File: config.mk
export PLATFORM = sky130hd
export DESIGN_NAME = lfw_watchdog
export DESIGN_NICKNAME = d
export VERILOG_FILES = /design/src/lfw_pkg.sv /design/src/lfw_cnt_if.sv /design/src/lfw_counter.sv /design/src/lfw_watchdog.sv
export VERILOG_INCLUDE_DIRS = /design/src
export SDC_FILE = /design/constraint.sdc
export NUM_CORES = 1
export LEC_CHECK = 0
export BUFFER_PORTS_ARGS = -buffer_cell sky130_fd_sc_hd__buf_2
export CORE_UTILIZATION = 43
export CTS_CLUSTER_DIAMETER = 40
export DETAILED_ROUTE_END_ITERATION = 12
export PLACE_DENSITY = 0.68
export RECOVER_POWER = 50
export SKIP_CTS_REPAIR_TIMING = 1
export SYNTH_ARGS = -nofsm -noshare
export SYNTH_HDL_FRONTEND = slang
export SYNTH_SLANG_ARGS = --single-unit
File: constraint.sdc
create_clock -name SYS_CLK -period 2.45 [get_ports SYS_CLK]
set_clock_uncertainty 0.05 [all_clocks]
set_input_delay 0.735 -clock SYS_CLK [delete_from_list [all_inputs] [get_ports SYS_CLK]]
set_output_delay 0.735 -clock SYS_CLK [all_outputs]
set_load 0.01 [all_outputs]
File: src/lfw_cfg.svh
// Constants for the low-frequency watchdog: offsets, fields, reset values
`ifndef LFW_CFG_SVH
`define LFW_CFG_SVH
`define LFW_ADDR_W 12
`define LFW_IDX_START 10'h0af
`define LFW_IDX_MODE 10'h0b0
`define LFW_IDX_STATUS 10'h0b1
`define LFW_IDX_COUNT 10'h0b2
`define LFW_START_RST 16'h0000
`define LFW_MODE_RST 2'h0
`define LFW_LOW_PAD 8'h00
`define LFW_CNT_W 24
`define LFW_LF_HZ 32768
`define LFW_BYTE_HI 15
`define LFW_BYTE_LO 8
`endif

File: src/lfw_pkg.sv
// Types shared by the low-frequency watchdog modules
package lfw_pkg;
  // Byte steering for the start-value register
  typedef enum logic [1:0] {
    LFW_BYTE_LOW = 2'b01,
    LFW_BYTE_HIGH = 2'b10
  } lfw_byte_e;
  // Power modes as seen by the watchdog
  typedef enum logic [1:0] {
    LFW_PM_ACTIVE = 2'h0,
    LFW_PM_MEMRET_TIMERS = 2'h1,
    LFW_PM_REGRET = 2'h2,
    LFW_PM_MEMRET_OFF = 2'h3
  } lfw_pm_e;
  typedef logic [23:0] lfw_count_t;
endpackage

File: src/lfw_cnt_if.sv
// Control link between the register side and the countdown core
`timescale 1ns/1ps
interface lfw_cnt_if;
  logic tick;
  logic load;
  logic [15:0] load_val;
  logic run;
  lfw_pkg::lfw_count_t count;
  logic expire;
  modport ctl (output tick, output load, output load_val, output run,
    input count, input expire);
  modport cnt (input tick, input load, input load_val, input run,
    output count, output expire);
endinterface

File: src/lfw_counter.sv
// Countdown core: 24-bit counter stepped by low-frequency ticks
`timescale 1ns/1ps
`include "lfw_cfg.svh"
module lfw_counter (
  input wire logic clk,
  input wire logic rst,
  lfw_cnt_if.cnt cif
);
  lfw_pkg::lfw_count_t count_r;
  lfw_pkg::lfw_count_t count_nxt;
  logic at_one;

  // Zero start value decrements through the wrap: 2^24 ticks
  assign at_one = (count_r == lfw_pkg::lfw_count_t'(1));
  assign cif.expire = cif.run & cif.tick & at_one;
  assign cif.count = count_r;

  // Reload wins over a tick in the same cycle for the count; expire ignores load and still fires on that tick
  always_comb begin
    count_nxt = count_r;
    if (cif.load) begin
      count_nxt = {cif.load_val, `LFW_LOW_PAD};
    end else if (cif.run && cif.tick) begin
      count_nxt = count_r - lfw_pkg::lfw_count_t'(1);
    end
  end

  always_ff @(posedge clk) begin
    if (rst) begin
      count_r <= '0;
    end else begin
      count_r <= count_nxt;
    end
  end
endmodule

File: src/lfw_watchdog.sv
// Low-frequency watchdog with APB register access and system reset request
//
// Overview of operation
// Start value is 16 bits, forming counter bits 23:8; low byte zero.
// Start value goes as two byte accesses, low byte then high byte.
// First read after any write of the register returns the low byte.
// First write after any read of the register goes to the low byte.
// Reading the register returns the stored start value, not live count.
// After reset the watchdog is idle and the start value is zero.
// Watchdog activates only after both bytes have been written.
// Active counter decrements from value times 256; zero resets the system.
// Watchdog reset has the same effect as power-on or pin reset.
// Each completed write reloads the counter and restarts the countdown.
// Software rewrites the value often enough to avoid reaching zero.
// Counter steps on the 32.768 kHz clock; software keeps it enabled.
// Timeout equals value times 256 over 32768 seconds, one tick per step.
// Start value zero gives the 512 second maximum, not disabled.
// Software cannot stop it; only reset or retention modes disable it.
// In memory retention with timers on it keeps counting.
// Low byte write is buffered; high byte write activates and reloads.
//
// Decided for this implementation: register access over APB.
`timescale 1ns/1ps
`include "lfw_cfg.svh"
module lfw_watchdog (
  input wire logic SYS_CLK,
  input wire logic RST,
  input wire logic PSEL,
  input wire logic PENABLE,
  input wire logic PWRITE,
  input wire logic [11:0] PADDR,
  input wire logic [31:0] PWDATA,
  output logic [31:0] PRDATA,
  output logic PREADY,
  output logic PSLVERR,
  input wire logic LF_CLK,
  output logic WDT_RESET_REQ,
  output logic WDT_ACTIVE
);
  lfw_cnt_if cif ();

  // Word addresses: register index times four
  localparam logic [11:0] ADDR_START = {`LFW_IDX_START, 2'b00};
  localparam logic [11:0] ADDR_MODE = {`LFW_IDX_MODE, 2'b00};
  localparam logic [11:0] ADDR_STATUS = {`LFW_IDX_STATUS, 2'b00};
  localparam logic [11:0] ADDR_COUNT = {`LFW_IDX_COUNT, 2'b00};

  logic [15:0] start_r;
  logic [7:0] low_buf_r;
  lfw_pkg::lfw_byte_e wr_sel_r;
  lfw_pkg::lfw_byte_e wr_sel_nxt;
  lfw_pkg::lfw_byte_e rd_sel_r;
  lfw_pkg::lfw_byte_e rd_sel_nxt;
  lfw_pkg::lfw_pm_e mode_r;
  logic active_r;
  logic active_nxt;
  logic rst_req_r;
  logic pready_r;
  logic pslverr_r;
  logic [31:0] prdata_r;
  logic [31:0] rdata;
  logic lf_s1_r;
  logic lf_s2_r;
  logic lf_d_r;

  // APB decode; the answer is one wait state after the access phase opens
  wire access = PSEL & PENABLE;
  wire first_acc = access & ~pready_r;
  wire done = access & pready_r;
  wire hit_start = (PADDR == ADDR_START);
  wire hit_mode = (PADDR == ADDR_MODE);
  wire hit_status = (PADDR == ADDR_STATUS);
  wire hit_count = (PADDR == ADDR_COUNT);
  wire mapped = hit_start | hit_mode | hit_status | hit_count;
  wire ro_hit = hit_status | hit_count;
  wire bad = ~mapped | (PWRITE & ro_hit);
  wire wr_start = done & PWRITE & hit_start;
  wire rd_start = done & ~PWRITE & hit_start;
  wire wr_mode = done & PWRITE & hit_mode;
  wire wr_high = wr_start & (wr_sel_r == lfw_pkg::LFW_BYTE_HIGH);
  wire [7:0] wbyte = PWDATA[7:0];

  // Retention modes without timers stop the watchdog; timers-on keeps it
  wire pm_stop = (mode_r == lfw_pkg::LFW_PM_REGRET) ||
    (mode_r == lfw_pkg::LFW_PM_MEMRET_OFF);

  // Low-frequency pin is sampled twice before use; edge taken after that
  wire lf_rise = lf_s2_r & ~lf_d_r;

  // Read mux: the start register yields the stored value only
  wire [7:0] start_byte = (rd_sel_r == lfw_pkg::LFW_BYTE_LOW) ?
    start_r[7:0] : start_r[`LFW_BYTE_HI:`LFW_BYTE_LO];
  always_comb begin
    rdata = '0;
    if (hit_start) begin
      rdata = {24'h000000, start_byte};
    end else if (hit_mode) begin
      rdata = {30'h00000000, mode_r};
    end else if (hit_status) begin
      rdata = {29'h00000000, rd_sel_r == lfw_pkg::LFW_BYTE_HIGH,
        wr_sel_r == lfw_pkg::LFW_BYTE_HIGH, active_r};
    end else if (hit_count) begin
      rdata = {8'h00, cif.count};
    end
  end

  // Byte steering: writes and reads each reset the other's pointer
  always_comb begin
    wr_sel_nxt = wr_sel_r;
    rd_sel_nxt = rd_sel_r;
    if (wr_start) begin
      rd_sel_nxt = lfw_pkg::LFW_BYTE_LOW;
      wr_sel_nxt = wr_high ? lfw_pkg::LFW_BYTE_LOW :
        lfw_pkg::LFW_BYTE_HIGH;
    end else if (rd_start) begin
      wr_sel_nxt = lfw_pkg::LFW_BYTE_LOW;
      rd_sel_nxt = (rd_sel_r == lfw_pkg::LFW_BYTE_HIGH) ?
        lfw_pkg::LFW_BYTE_LOW : lfw_pkg::LFW_BYTE_HIGH;
    end
  end

  // Only a completed pair arms; a retention stop disarms
  always_comb begin
    active_nxt = active_r;
    if (wr_high) begin
      active_nxt = 1'b1;
    end else if (pm_stop) begin
      active_nxt = 1'b0;
    end
  end

  // Countdown core controls
  assign cif.tick = lf_rise;
  assign cif.load = wr_high;
  assign cif.load_val = {wbyte, low_buf_r};
  assign cif.run = active_r & ~pm_stop;

  lfw_counter u_counter (
    .clk(SYS_CLK),
    .rst(RST),
    .cif(cif)
  );

  // Synchroniser for the low-frequency clock pin
  always_ff @(posedge SYS_CLK) begin
    if (RST) begin
      lf_s1_r <= 1'b0;
      lf_s2_r <= 1'b0;
      lf_d_r <= 1'b0;
    end else begin
      lf_s1_r <= LF_CLK;
      lf_s2_r <= lf_s1_r;
      lf_d_r <= lf_s2_r;
    end
  end

  // APB answer registers
  always_ff @(posedge SYS_CLK) begin
    if (RST) begin
      pready_r <= 1'b0;
      pslverr_r <= 1'b0;
      prdata_r <= '0;
    end else begin
      pready_r <= first_acc;
      pslverr_r <= first_acc & bad;
      prdata_r <= first_acc ? rdata : prdata_r;
    end
  end

  // Start value: low byte buffered until the high byte completes it
  always_ff @(posedge SYS_CLK) begin
    if (RST) begin
      start_r <= `LFW_START_RST;
      low_buf_r <= `LFW_LOW_PAD;
    end else if (wr_start && !wr_high) begin
      low_buf_r <= wbyte;
    end else if (wr_high) begin
      start_r <= {wbyte, low_buf_r};
    end
  end

  // Pointers, mode and arming state
  always_ff @(posedge SYS_CLK) begin
    if (RST) begin
      wr_sel_r <= lfw_pkg::LFW_BYTE_LOW;
      rd_sel_r <= lfw_pkg::LFW_BYTE_LOW;
      mode_r <= lfw_pkg::LFW_PM_ACTIVE;
      active_r <= 1'b0;
    end else begin
      wr_sel_r <= wr_sel_nxt;
      rd_sel_r <= rd_sel_nxt;
      mode_r <= wr_mode ? lfw_pkg::lfw_pm_e'(PWDATA[1:0]) : mode_r;
      active_r <= active_nxt;
    end
  end

  // Reset request holds until the system reset comes back round
  always_ff @(posedge SYS_CLK) begin
    if (RST) begin
      rst_req_r <= 1'b0;
    end else if (cif.expire) begin
      rst_req_r <= 1'b1;
    end
  end

  assign PRDATA = prdata_r;
  assign PREADY = pready_r;
  assign PSLVERR = pslverr_r;
  assign WDT_RESET_REQ = rst_req_r;
  assign WDT_ACTIVE = active_r;
endmodule

==> results.toml, run 1 <==
[min_path]
min_path_type = "flip-flop to flip-flop"

[critical_path]
reg2reg_from = "u_counter.cif.count[16]$_SDFFE_PP0P_"
crit_family = "buffers and inverters"
cp_common_cell = "clkbuf_1"
endpoint = "PRDATA[16]$_SDFFE_PP0P_"
arrival_ps = 2480
path_depth = 5
reg2regPathDepth = 4
crit_path_start = "RST"
ff2ff_setup_slack_ps = 270
cp_max_fo = 21
required_ps = 2650
path_buf_inv = 3
cp_slowest_cell = "clkbuf_1"
max_stage_delay_ps = 800
worstSetupEndpointType = "flip-flop"
cp_cell_sequence = "clkbuf_1 -> clkbuf_1 -> nor2_1 -> clkbuf_2 -> a22o_2"
startpoint_type = "primary input"
r2r_end = "u_counter.cif.count[22]$_SDFFE_PP0P_"
crit_type = "primary input to flip-flop"

[clock_network]
root_buffer = "clkbuf_8"
cts_max_level = 3
clk_latency_ps = 350
cts_sinks = 85
cts_tree = "built"
clockBufferDepth = 2
clk_pin_slew_ps = 80
cts_inserted_buffers = 9

[route]
vias = 3810
drc = 0
finalWirelength_mm = 10.9
wl_per_cell_um = 18.0
viasPerCell = 6.31
drt_pass1_iterations = 5
drt-initial-drc-count = 517
ant_nets = 0

[global_route]
first_global_vias = 3482
overflow = 0
grt_max_degree = 44
grt_first_pass_wirelength_mm = 17.6
grtUsageTotal_pct = 22.3
grt_antenna_before_repair = 0

[logic_synthesis]
synth_top_family_by_area = "compound AO/OA/AOI/OAI gates"
synth-warning-count = 0
synth_cells = 436
ys_seq_elements = 85
async_flop_share_pct = 0
syn_area_per_cell_um2 = 9.28
synth-compound-area-share_pct = 25.5
synth.distinct_cells = 65
syn-cell-area_um2 = 4050
synth-edff-count = 0
muxShareOfSynthArea_pct = 2.41
synthXorXnorAreaFrac_pct = 1.73
synth-main-ff-cell = "dfxtp_1"
synth-seq-area-share_pct = 42.0
yosys.area_share.simple_pct = 20.4
synthAdderAreaFrac_pct = 0.618

[timing]
rsz0062_at_grt = "false"
relSlewSlack_pct = 31.3
holdWs_ps = 407
finalSetupViolCount = 0
worst_pin_slew_ps = 1030
clock.fmax_ghz = 0.439
tns_ps = 0
slew_viol_final = 0
fin_crit_ps = 2280
final_hold_viol_count = 0
period_share_pct = 93.0

[power_and_ir_drop]
p_per_area_nw_per_um2 = 584
total_power_uw = 2710
vdd_ir_drop_max_uv = 323
leakagePower_uw = 0.00155

[die]
dieHeight_um = 99.0
rows = 35
initial_core_util_pct = 44.0
core_area_um2 = 9200
io-pin-count = 86
die_width_um = 99.0
die_area_um2 = 9800

[place]
portBuffers = 53
hpwl_mm = 7.35
globalplace.congestion = 0.917

[status]
status = "complete, no violations"

[layout]
layout-drive-gt1-share_pct = 17.6
antenna_cells = 0
area_growth_pct = 14.5
design.final.nets = 541
post-route-util_pct = 50.4

[run]
drv_cap = 0
synthesized netlist by cell type, types with 8 or more instances:
master / number / area share, %
dfxtp_1: 85 / 42
clkbuf_1: 32 / 3.0
o31ai_1: 32 / 5.9
a21oi_1: 31 / 3.8
nand4_1: 30 / 4.6
nor2_1: 17 / 1.6
a22o_1: 16 / 3.5
a31oi_1: 16 / 2.5
o41ai_1: 16 / 3.5
nor3_1: 14 / 1.7
o21ai_0: 12 / 1.5
or3_1: 10 / 1.5
buf_4: 8 / 1.5
cells in the final DEF, fill, tap and decap left out, drive strengths merged, types with 13 or more instances in the layout:
cell | netlist | layout
a31oi | 16 | 16
or3 | 13 | 13
clkbuf | 37 | 45
a21oi | 31 | 31
a22o | 17 | 17
dfxtp | 85 | 85
nor2 | 17 | 17
nor3 | 14 | 14
nand4 | 30 | 30
buf | 12 | 50
o41ai | 16 | 16
o31ai | 32 | 32
cell families (layout without fill, tap and decap cells):
family | Yosys count | after routing
buffers and inverters | 54 | 104
XOR/XNOR | 8 | 8
other | 1 | 8
adder cells (fa/ha/maj) | 2 | 2
multiplexers | 9 | 9
AO/OA/AOI/OAI | 147 | 147
flip-flops | 85 | 85
AND/OR/NAND/NOR | 130 | 130
power breakdown:
group | internal, µW | total [µW] | switching, µW
Sequential | 1390 | 1400 | 5.35
Clock | 673 | 1170 | 499
Combinational | 49.9 | 137 | 87.4
Total | 2110 | 2710 | 592
registers in the layout (all words and copies together), names as in the netlist:
register / cells
PRDATA: 24
PREADY: 1
PSLVERR: 1
WDT_ACTIVE: 1
WDT_RESET_REQ: 1
lf_d_r: 1
lf_s1_r: 1
lf_s2_r: 1
low_buf_r: 8
mode_r: 2
rd_sel_r: 2
start_r: 16
u_counter.cif.count: 24
wr_sel_r: 2
how the worst min path moves through the flow:
stage	to	cells after the start	from	slack, ps
final	lf_s2_r$_SDFF_PP0_	1	lf_s1_r$_SDFF_PP0_	410
after global routing	lf_s2_r$_SDFF_PP0_	1	lf_s1_r$_SDFF_PP0_	420
after CTS	lf_s2_r$_SDFF_PP0_	1	lf_s1_r$_SDFF_PP0_	410
after detailed placement	lf_s2_r$_SDFF_PP0_	1	lf_s1_r$_SDFF_PP0_	400
after global placement	lf_s2_r$_SDFF_PP0_	1	lf_s1_r$_SDFF_PP0_	370
after floorplan	lf_s2_r$_SDFF_PP0_	1	lf_s1_r$_SDFF_PP0_	360
per-layer routing:
| layer | share of wire (%) | global-route usage [%] |
|---|---|---|
| met1 | 48 | 31.7 |
| met2 | 46 | 34.5 |
| met3 | 5.0 | 3.83 |
| met4 | 1.5 | 6.77 |
| met5 | 0 | 0 |
area by class of cell:
cell class | count | area [µm²]
timing repair buffer | 84 | 473
fill | 862 | 4560
clock buffer | 11 | 131
sequential | 85 | 1700
multi-input combinational | 304 | 2070
tap | 111 | 139
clock inverter | 4 | 97.6
inverter | 5 | 18.8
through the flow:
step                      std cells  instance area [µm²]  worst slack, ps
after global routing            604                 4630              100
after floorplan                 443                 4070             70.3
after CTS                       604                 4690              272
after detailed placement        589                 4460            -21.6
after global placement          589                 4460            -72.9
final                           604                 4630              171
Power figures use the tool's default switching activity.
==> run 2, diff against run 1 <==
ABC_AREA = 1   (was not set)
BUFFER_PORTS_ARGS = not set   (was -buffer_cell sky130_fd_sc_hd__buf_2)
DONT_BUFFER_PORTS = 1   (was not set)
PLACE_DENSITY = not set   (was 0.68)
SETUP_SLACK_MARGIN = 0.05   (was not set)
==> run 2 against run 1 <==
Compared with the run above:
- count of clock-buffer cells in the layout shrank 1
- critical path type unchanged
- clock power is 3% lower
- cell count is 27% higher
- synthesized cell count increased by 44%
- largest power group unchanged
==> results.toml, run 2 <==
[clock_network]
cts_inserted_buffers = 9
cts_sinks = 85
clockBufferDepth = 2
clk_latency_ps = 360
cts_max_level = 3
cts_tree = "built"
root_buffer = "clkbuf_8"
clk_pin_slew_ps = 80

[route]
ant_nets = 0
finalWirelength_mm = 11.0
drt-initial-drc-count = 251
viasPerCell = 5.07
drt_pass1_iterations = 5
wl_per_cell_um = 14.3
drc = 0
vias = 3885

[global_route]
top_usage_layer = "met2"
grt_first_pass_wirelength_mm = 17.8
met3_usage_pct = 4.24
grt_max_degree = 47
grtUsageTotal_pct = 22.5
grt_antenna_before_repair = 0
first_global_vias = 3546
overflow = 0
grtUsageMet1_pct = 31.7
grt_use_met2_pct = 35.2

[die]
die_area_um2 = 10400
die_width_um = 102
rows = 36
core_area_um2 = 9730
dieHeight_um = 102
initial_core_util_pct = 44.1
io-pin-count = 86

[logic_synthesis]
async_flop_share_pct = 0
synth-warning-count = 0
synth-seq-area-share_pct = 39.6
synth_area_leaders = "dfxtp_1, nand2_1, nor2_1, inv_1, nand3_1"
yosys.area.top_type = "dfxtp_1"
synth_top_area_share_pct = 39.6
synthTopCellsByCount = "nand2_1, nor2_1, dfxtp_1"
syn_area_per_cell_um2 = 6.82
synth-main-ff-cell = "dfxtp_1"
synth_cells = 630
yosysMostFrequentCell = "nand2_1"
ys_seq_elements = 85
syn-cell-area_um2 = 4290
synth-edff-count = 0
synth.distinct_cells = 38

[layout]
layout-drive-gt1-share_pct = 7.41
mostFrequentLayoutCells = "nand2_1, nor2_1, dfxtp_1"
area_growth_pct = 6.59
design.final.nets = 681
antenna_cells = 0
layout_commonest_cell = "nand2_1"

[timing]
finalSetupViolCount = 0
relSlewSlack_pct = 42.5
slew_viol_final = 0
worst_pin_slew_ps = 861
tns_ps = 0
rsz0062_at_grt = "false"
clock.fmax_ghz = 0.497
period_share_pct = 82.2
fin_crit_ps = 2010
final_hold_viol_count = 0

[critical_path]
reg2reg_from = "WDT_ACTIVE$_SDFFE_PP0P_"
startpoint_type = "primary input"
crit_path_start = "PADDR[8]"
worstSetupEndpointType = "flip-flop"
cp_max_fo = 9
required_ps = 2690
arrival_ps = 2250
crit_type = "primary input to flip-flop"

[place]
globalplace.congestion = 0.848
hpwl_mm = 8.18
portBuffers = 0

[min_path]
min_path_type = "flip-flop to flip-flop"
holdCritStartpoint = "lf_s1_r$_SDFF_PP0_"

[status]
status = "complete, no violations"

[power_and_ir_drop]
total_power_uw = 2610
leakagePower_uw = 0.00207
vdd_ir_drop_max_uv = 313
p_per_area_nw_per_um2 = 571

[run]
drv_cap = 0
run 2: final cells by class:
class	count	area [µm²]
Inverter	72	270
Multi-Input combinational cell	453	2150
Clock buffer	10	138
Tap cell	133	166
Fill cell	1041	5150
Clock inverter	6	86.3
Sequential cell	85	1700
Timing Repair Buffer	8	60.1
run 2: stage by stage:
step | cell area (µm²) | setup slack, ps | std cells | util, % | hold slack, ps
2_1_floorplan | 4320 | 570 | 637 | - | 338
3_5_place_dp | 4380 | 316 | 751 | 45.0 | 352
6_report | 4580 | 437 | 767 | 47.0 | 364
5_1_grt | 4580 | 252 | 767 | 47.0 | 373
4_1_cts | 4610 | 634 | 767 | 47.4 | 365
3_3_place_gp | 4380 | 332 | 751 | 45.0 | 343
run 2: worst paths after layout:
kind | slack, ps | depth (start not counted) | end
worst max-delay path | 440 | 9 | start_r[1]$_SDFFE_PP0P_
worst max register to register | 540 | 8 | u_counter.cif.count[7]$_SDFFE_PP0P_
worst min register to register | 360 | 2 | lf_s2_r$_SDFF_PP0_
worst min-delay path | 360 | 2 | lf_s2_r$_SDFF_PP0_
run 2: power breakdown:
part	leakage (µW)	internal (µW)	switching [µW]
clock network	0.000112	600	529
registers	0.000686	1390	8.69
logic	0.00127	24.2	59.9
total	0.00207	2010	598
run 2: per-layer routing:
layer  part of all wire [%]  wire, µm
met1                     49      5390
met2                     44      4870
met3                    5.4       590
met4                   0.92       101
met5                      0         0
run 2: cell families (layout without fill, tap and decap cells):
group                      count (synthesis)  in the layout  synth area share (%)
DFF                                       85             85                  39.6
xor gates and xnor gates                   9              9                  1.84
adders and majority gates                  2              2                 0.583
AOI/OAI and AO/OA                         89             89                  10.6
other                                      1              8                0.0873
buffers and inverters                     99             96                  10.1
and+or+nand+nor                          345            345                  37.2
run 2: worst max-delay path, stage by stage:
cell and delay [ps]:
inv_1 30, nand2_1 70, nor2_4 230, nand3_1 200, nor2_1 410, nand2_4 130, nor2_8 180, nand3_1 140
o21ai_0 110
==> run 3, diff against run 2 <==
ABC_AREA = 0   (was 1)
clock period = 1.9 ns   (was 2.45 ns; I/O delays follow)
==> run 3 against run 2 <==
Compared with the run above:
- the flow now finishes with violations (negative setup slack)
- setup slack got worse by 620 ps
- global-route usage up 0.20 points
- count of clock-buffer cells in the layout is the same
- cell area rose by 4.4%
- non-clock buffer count increased by 58
- via count shrank 6.9%
- critical path type is now flip-flop to flip-flop
==> results.toml, run 3 (synthesis gave the netlist of run 1 again) <==
[layout]
stdcell_area_um2 = 4780
antenna_cells = 0
mostFrequentLayoutCells = "dfxtp_1, buf_4, a21oi_1, o31ai_1, nand4_1"
layout-drive-gt1-share_pct = 24.8
stdcell_count = 586
layout_commonest_cell = "dfxtp_1"
area_growth_pct = 18.1
design.final.nets = 523
fill_cells = 868

[critical_path]
crit_path_start = "u_counter.cif.count[19]$_SDFFE_PP0P_"
cp_max_fo = 3
arrival_ps = 2320
crit_type = "flip-flop to flip-flop"
reg2reg_from = "u_counter.cif.count[19]$_SDFFE_PP0P_"
worstSetupEndpointType = "flip-flop"
startpoint_type = "flip-flop"
required_ps = 2140

[die]
core_area_um2 = 9200
die_width_um = 99.0
initial_core_util_pct = 44.0
dieHeight_um = 99.0
die_area_um2 = 9800
rows = 35
io-pin-count = 86

[global_route]
grt_first_pass_wirelength_mm = 17.4
first_global_vias = 3396
grtUsageTotal_pct = 22.7
overflow = 0
grt_antenna_before_repair = 0
grt_max_degree = 51

[clock_network]
clk_latency_ps = 350
cts_inserted_buffers = 9
clk_pin_slew_ps = 90
clockBufferDepth = 2
cts_sinks = 85
root_buffer = "clkbuf_8"
cts_tree = "built"
cts_max_level = 3

[route]
viasPerCell = 6.17
wl_per_cell_um = 18.6
drt-initial-drc-count = 197
finalWirelength_mm = 10.9
drc = 0
ant_nets = 0
drt_pass1_iterations = 4
vias = 3617

[min_path]
holdCritStartpoint = "RST"
min_path_type = "primary input to flip-flop"

[status]
status = "finished, violations left"
violations = "negative setup slack"

[timing]
finalSetupViolCount = 6
worst_pin_slew_ps = 795
period_share_pct = 110
final_hold_viol_count = 0
layout_setup_ws_ps = -182
fin_crit_ps = 2080
relSlewSlack_pct = 46.9
holdWs_ps = 234
slew_viol_final = 0
rsz0062_at_grt = "true"
clock.fmax_ghz = 0.480

[place]
globalplace.congestion = 0.911
dp.cells = 566
portBuffers = 0
hpwl_mm = 7.62
dpl_cell_area_um2 = 4540
place_ws_ps = -231

[power_and_ir_drop]
leakagePower_uw = 0.00167
vdd_ir_drop_max_uv = 356
p_per_area_nw_per_um2 = 699

[run]
drv_cap = 0
[run 3: cell count changes in the layout (fill, tap and decap cells not counted), moves of 16 or more]
cell	before	now
a22o_1	0	16
a31oi_1	0	16
buf_4	8	52
inv_1	67	4
nand2_1	155	7
nand3_1	46	8
nor2_1	99	16
o21ai_0	37	10
o31ai_1	0	31
[run 3: per-stage QoR]
stage | setup TNS [ps] | util, % | total power, µW
2_1_floorplan | -2530 | - | 1950
4_1_cts | -689 | 51.7 | 3360
3_3_place_gp | -5140 | 49.4 | 1960
6_report | -603 | 52.0 | 3340
5_1_grt | -2930 | 52.0 | 3440
3_5_place_dp | -7340 | 49.4 | 1960
[run 3: layout make-up]
type / count / area, µm² / area share [%]
multi-input combinational: 304 / 2200 / 46.0
sequential: 85 / 1710 / 35.7
timing repair buffer: 66 / 504 / 10.6
tap: 111 / 139 / 2.91
clock buffer: 10 / 138 / 2.88
clock inverter: 5 / 75.1 / 1.57
inverter: 5 / 20.0 / 0.419
[run 3: per-layer routing]
metal / up-vias / wire length [µm] / global-route usage [%]
met5: - / 0 / 0
met4: 0 / 179 / 8.27
met3: 15 / 553 / 3.26
met2: 88 / 5240 / 36.9
met1: 1754 / 4920 / 30.6
li1: 1760 / - / -
[run 3: path summary, 6_finish.rpt]
kind	to	slack (ps)	depth (start not counted)
min reg2reg	lf_s2_r$_SDFF_PP0_	390	1
min	u_counter.cif.count[9]$_SDFFE_PP0P_	230	1
max	u_counter.cif.count[22]$_SDFFE_PP0P_	-180	4
max reg2reg	u_counter.cif.count[22]$_SDFFE_PP0P_	-180	4
[run 3: worst max-delay path, cell delays in order (launching register included)]
cell and delay [ps]:
dfxtp_2 330, or4_4 540, or4b_4 550, or4_1 410
a31oi_1 140
[run 3: power breakdown]
group,internal (µW),total [µW],switching [µW]
combinational,47.8,113,65.5
clock,763,1420,659
sequential,1790,1810,12.5
total,2600,3340,737
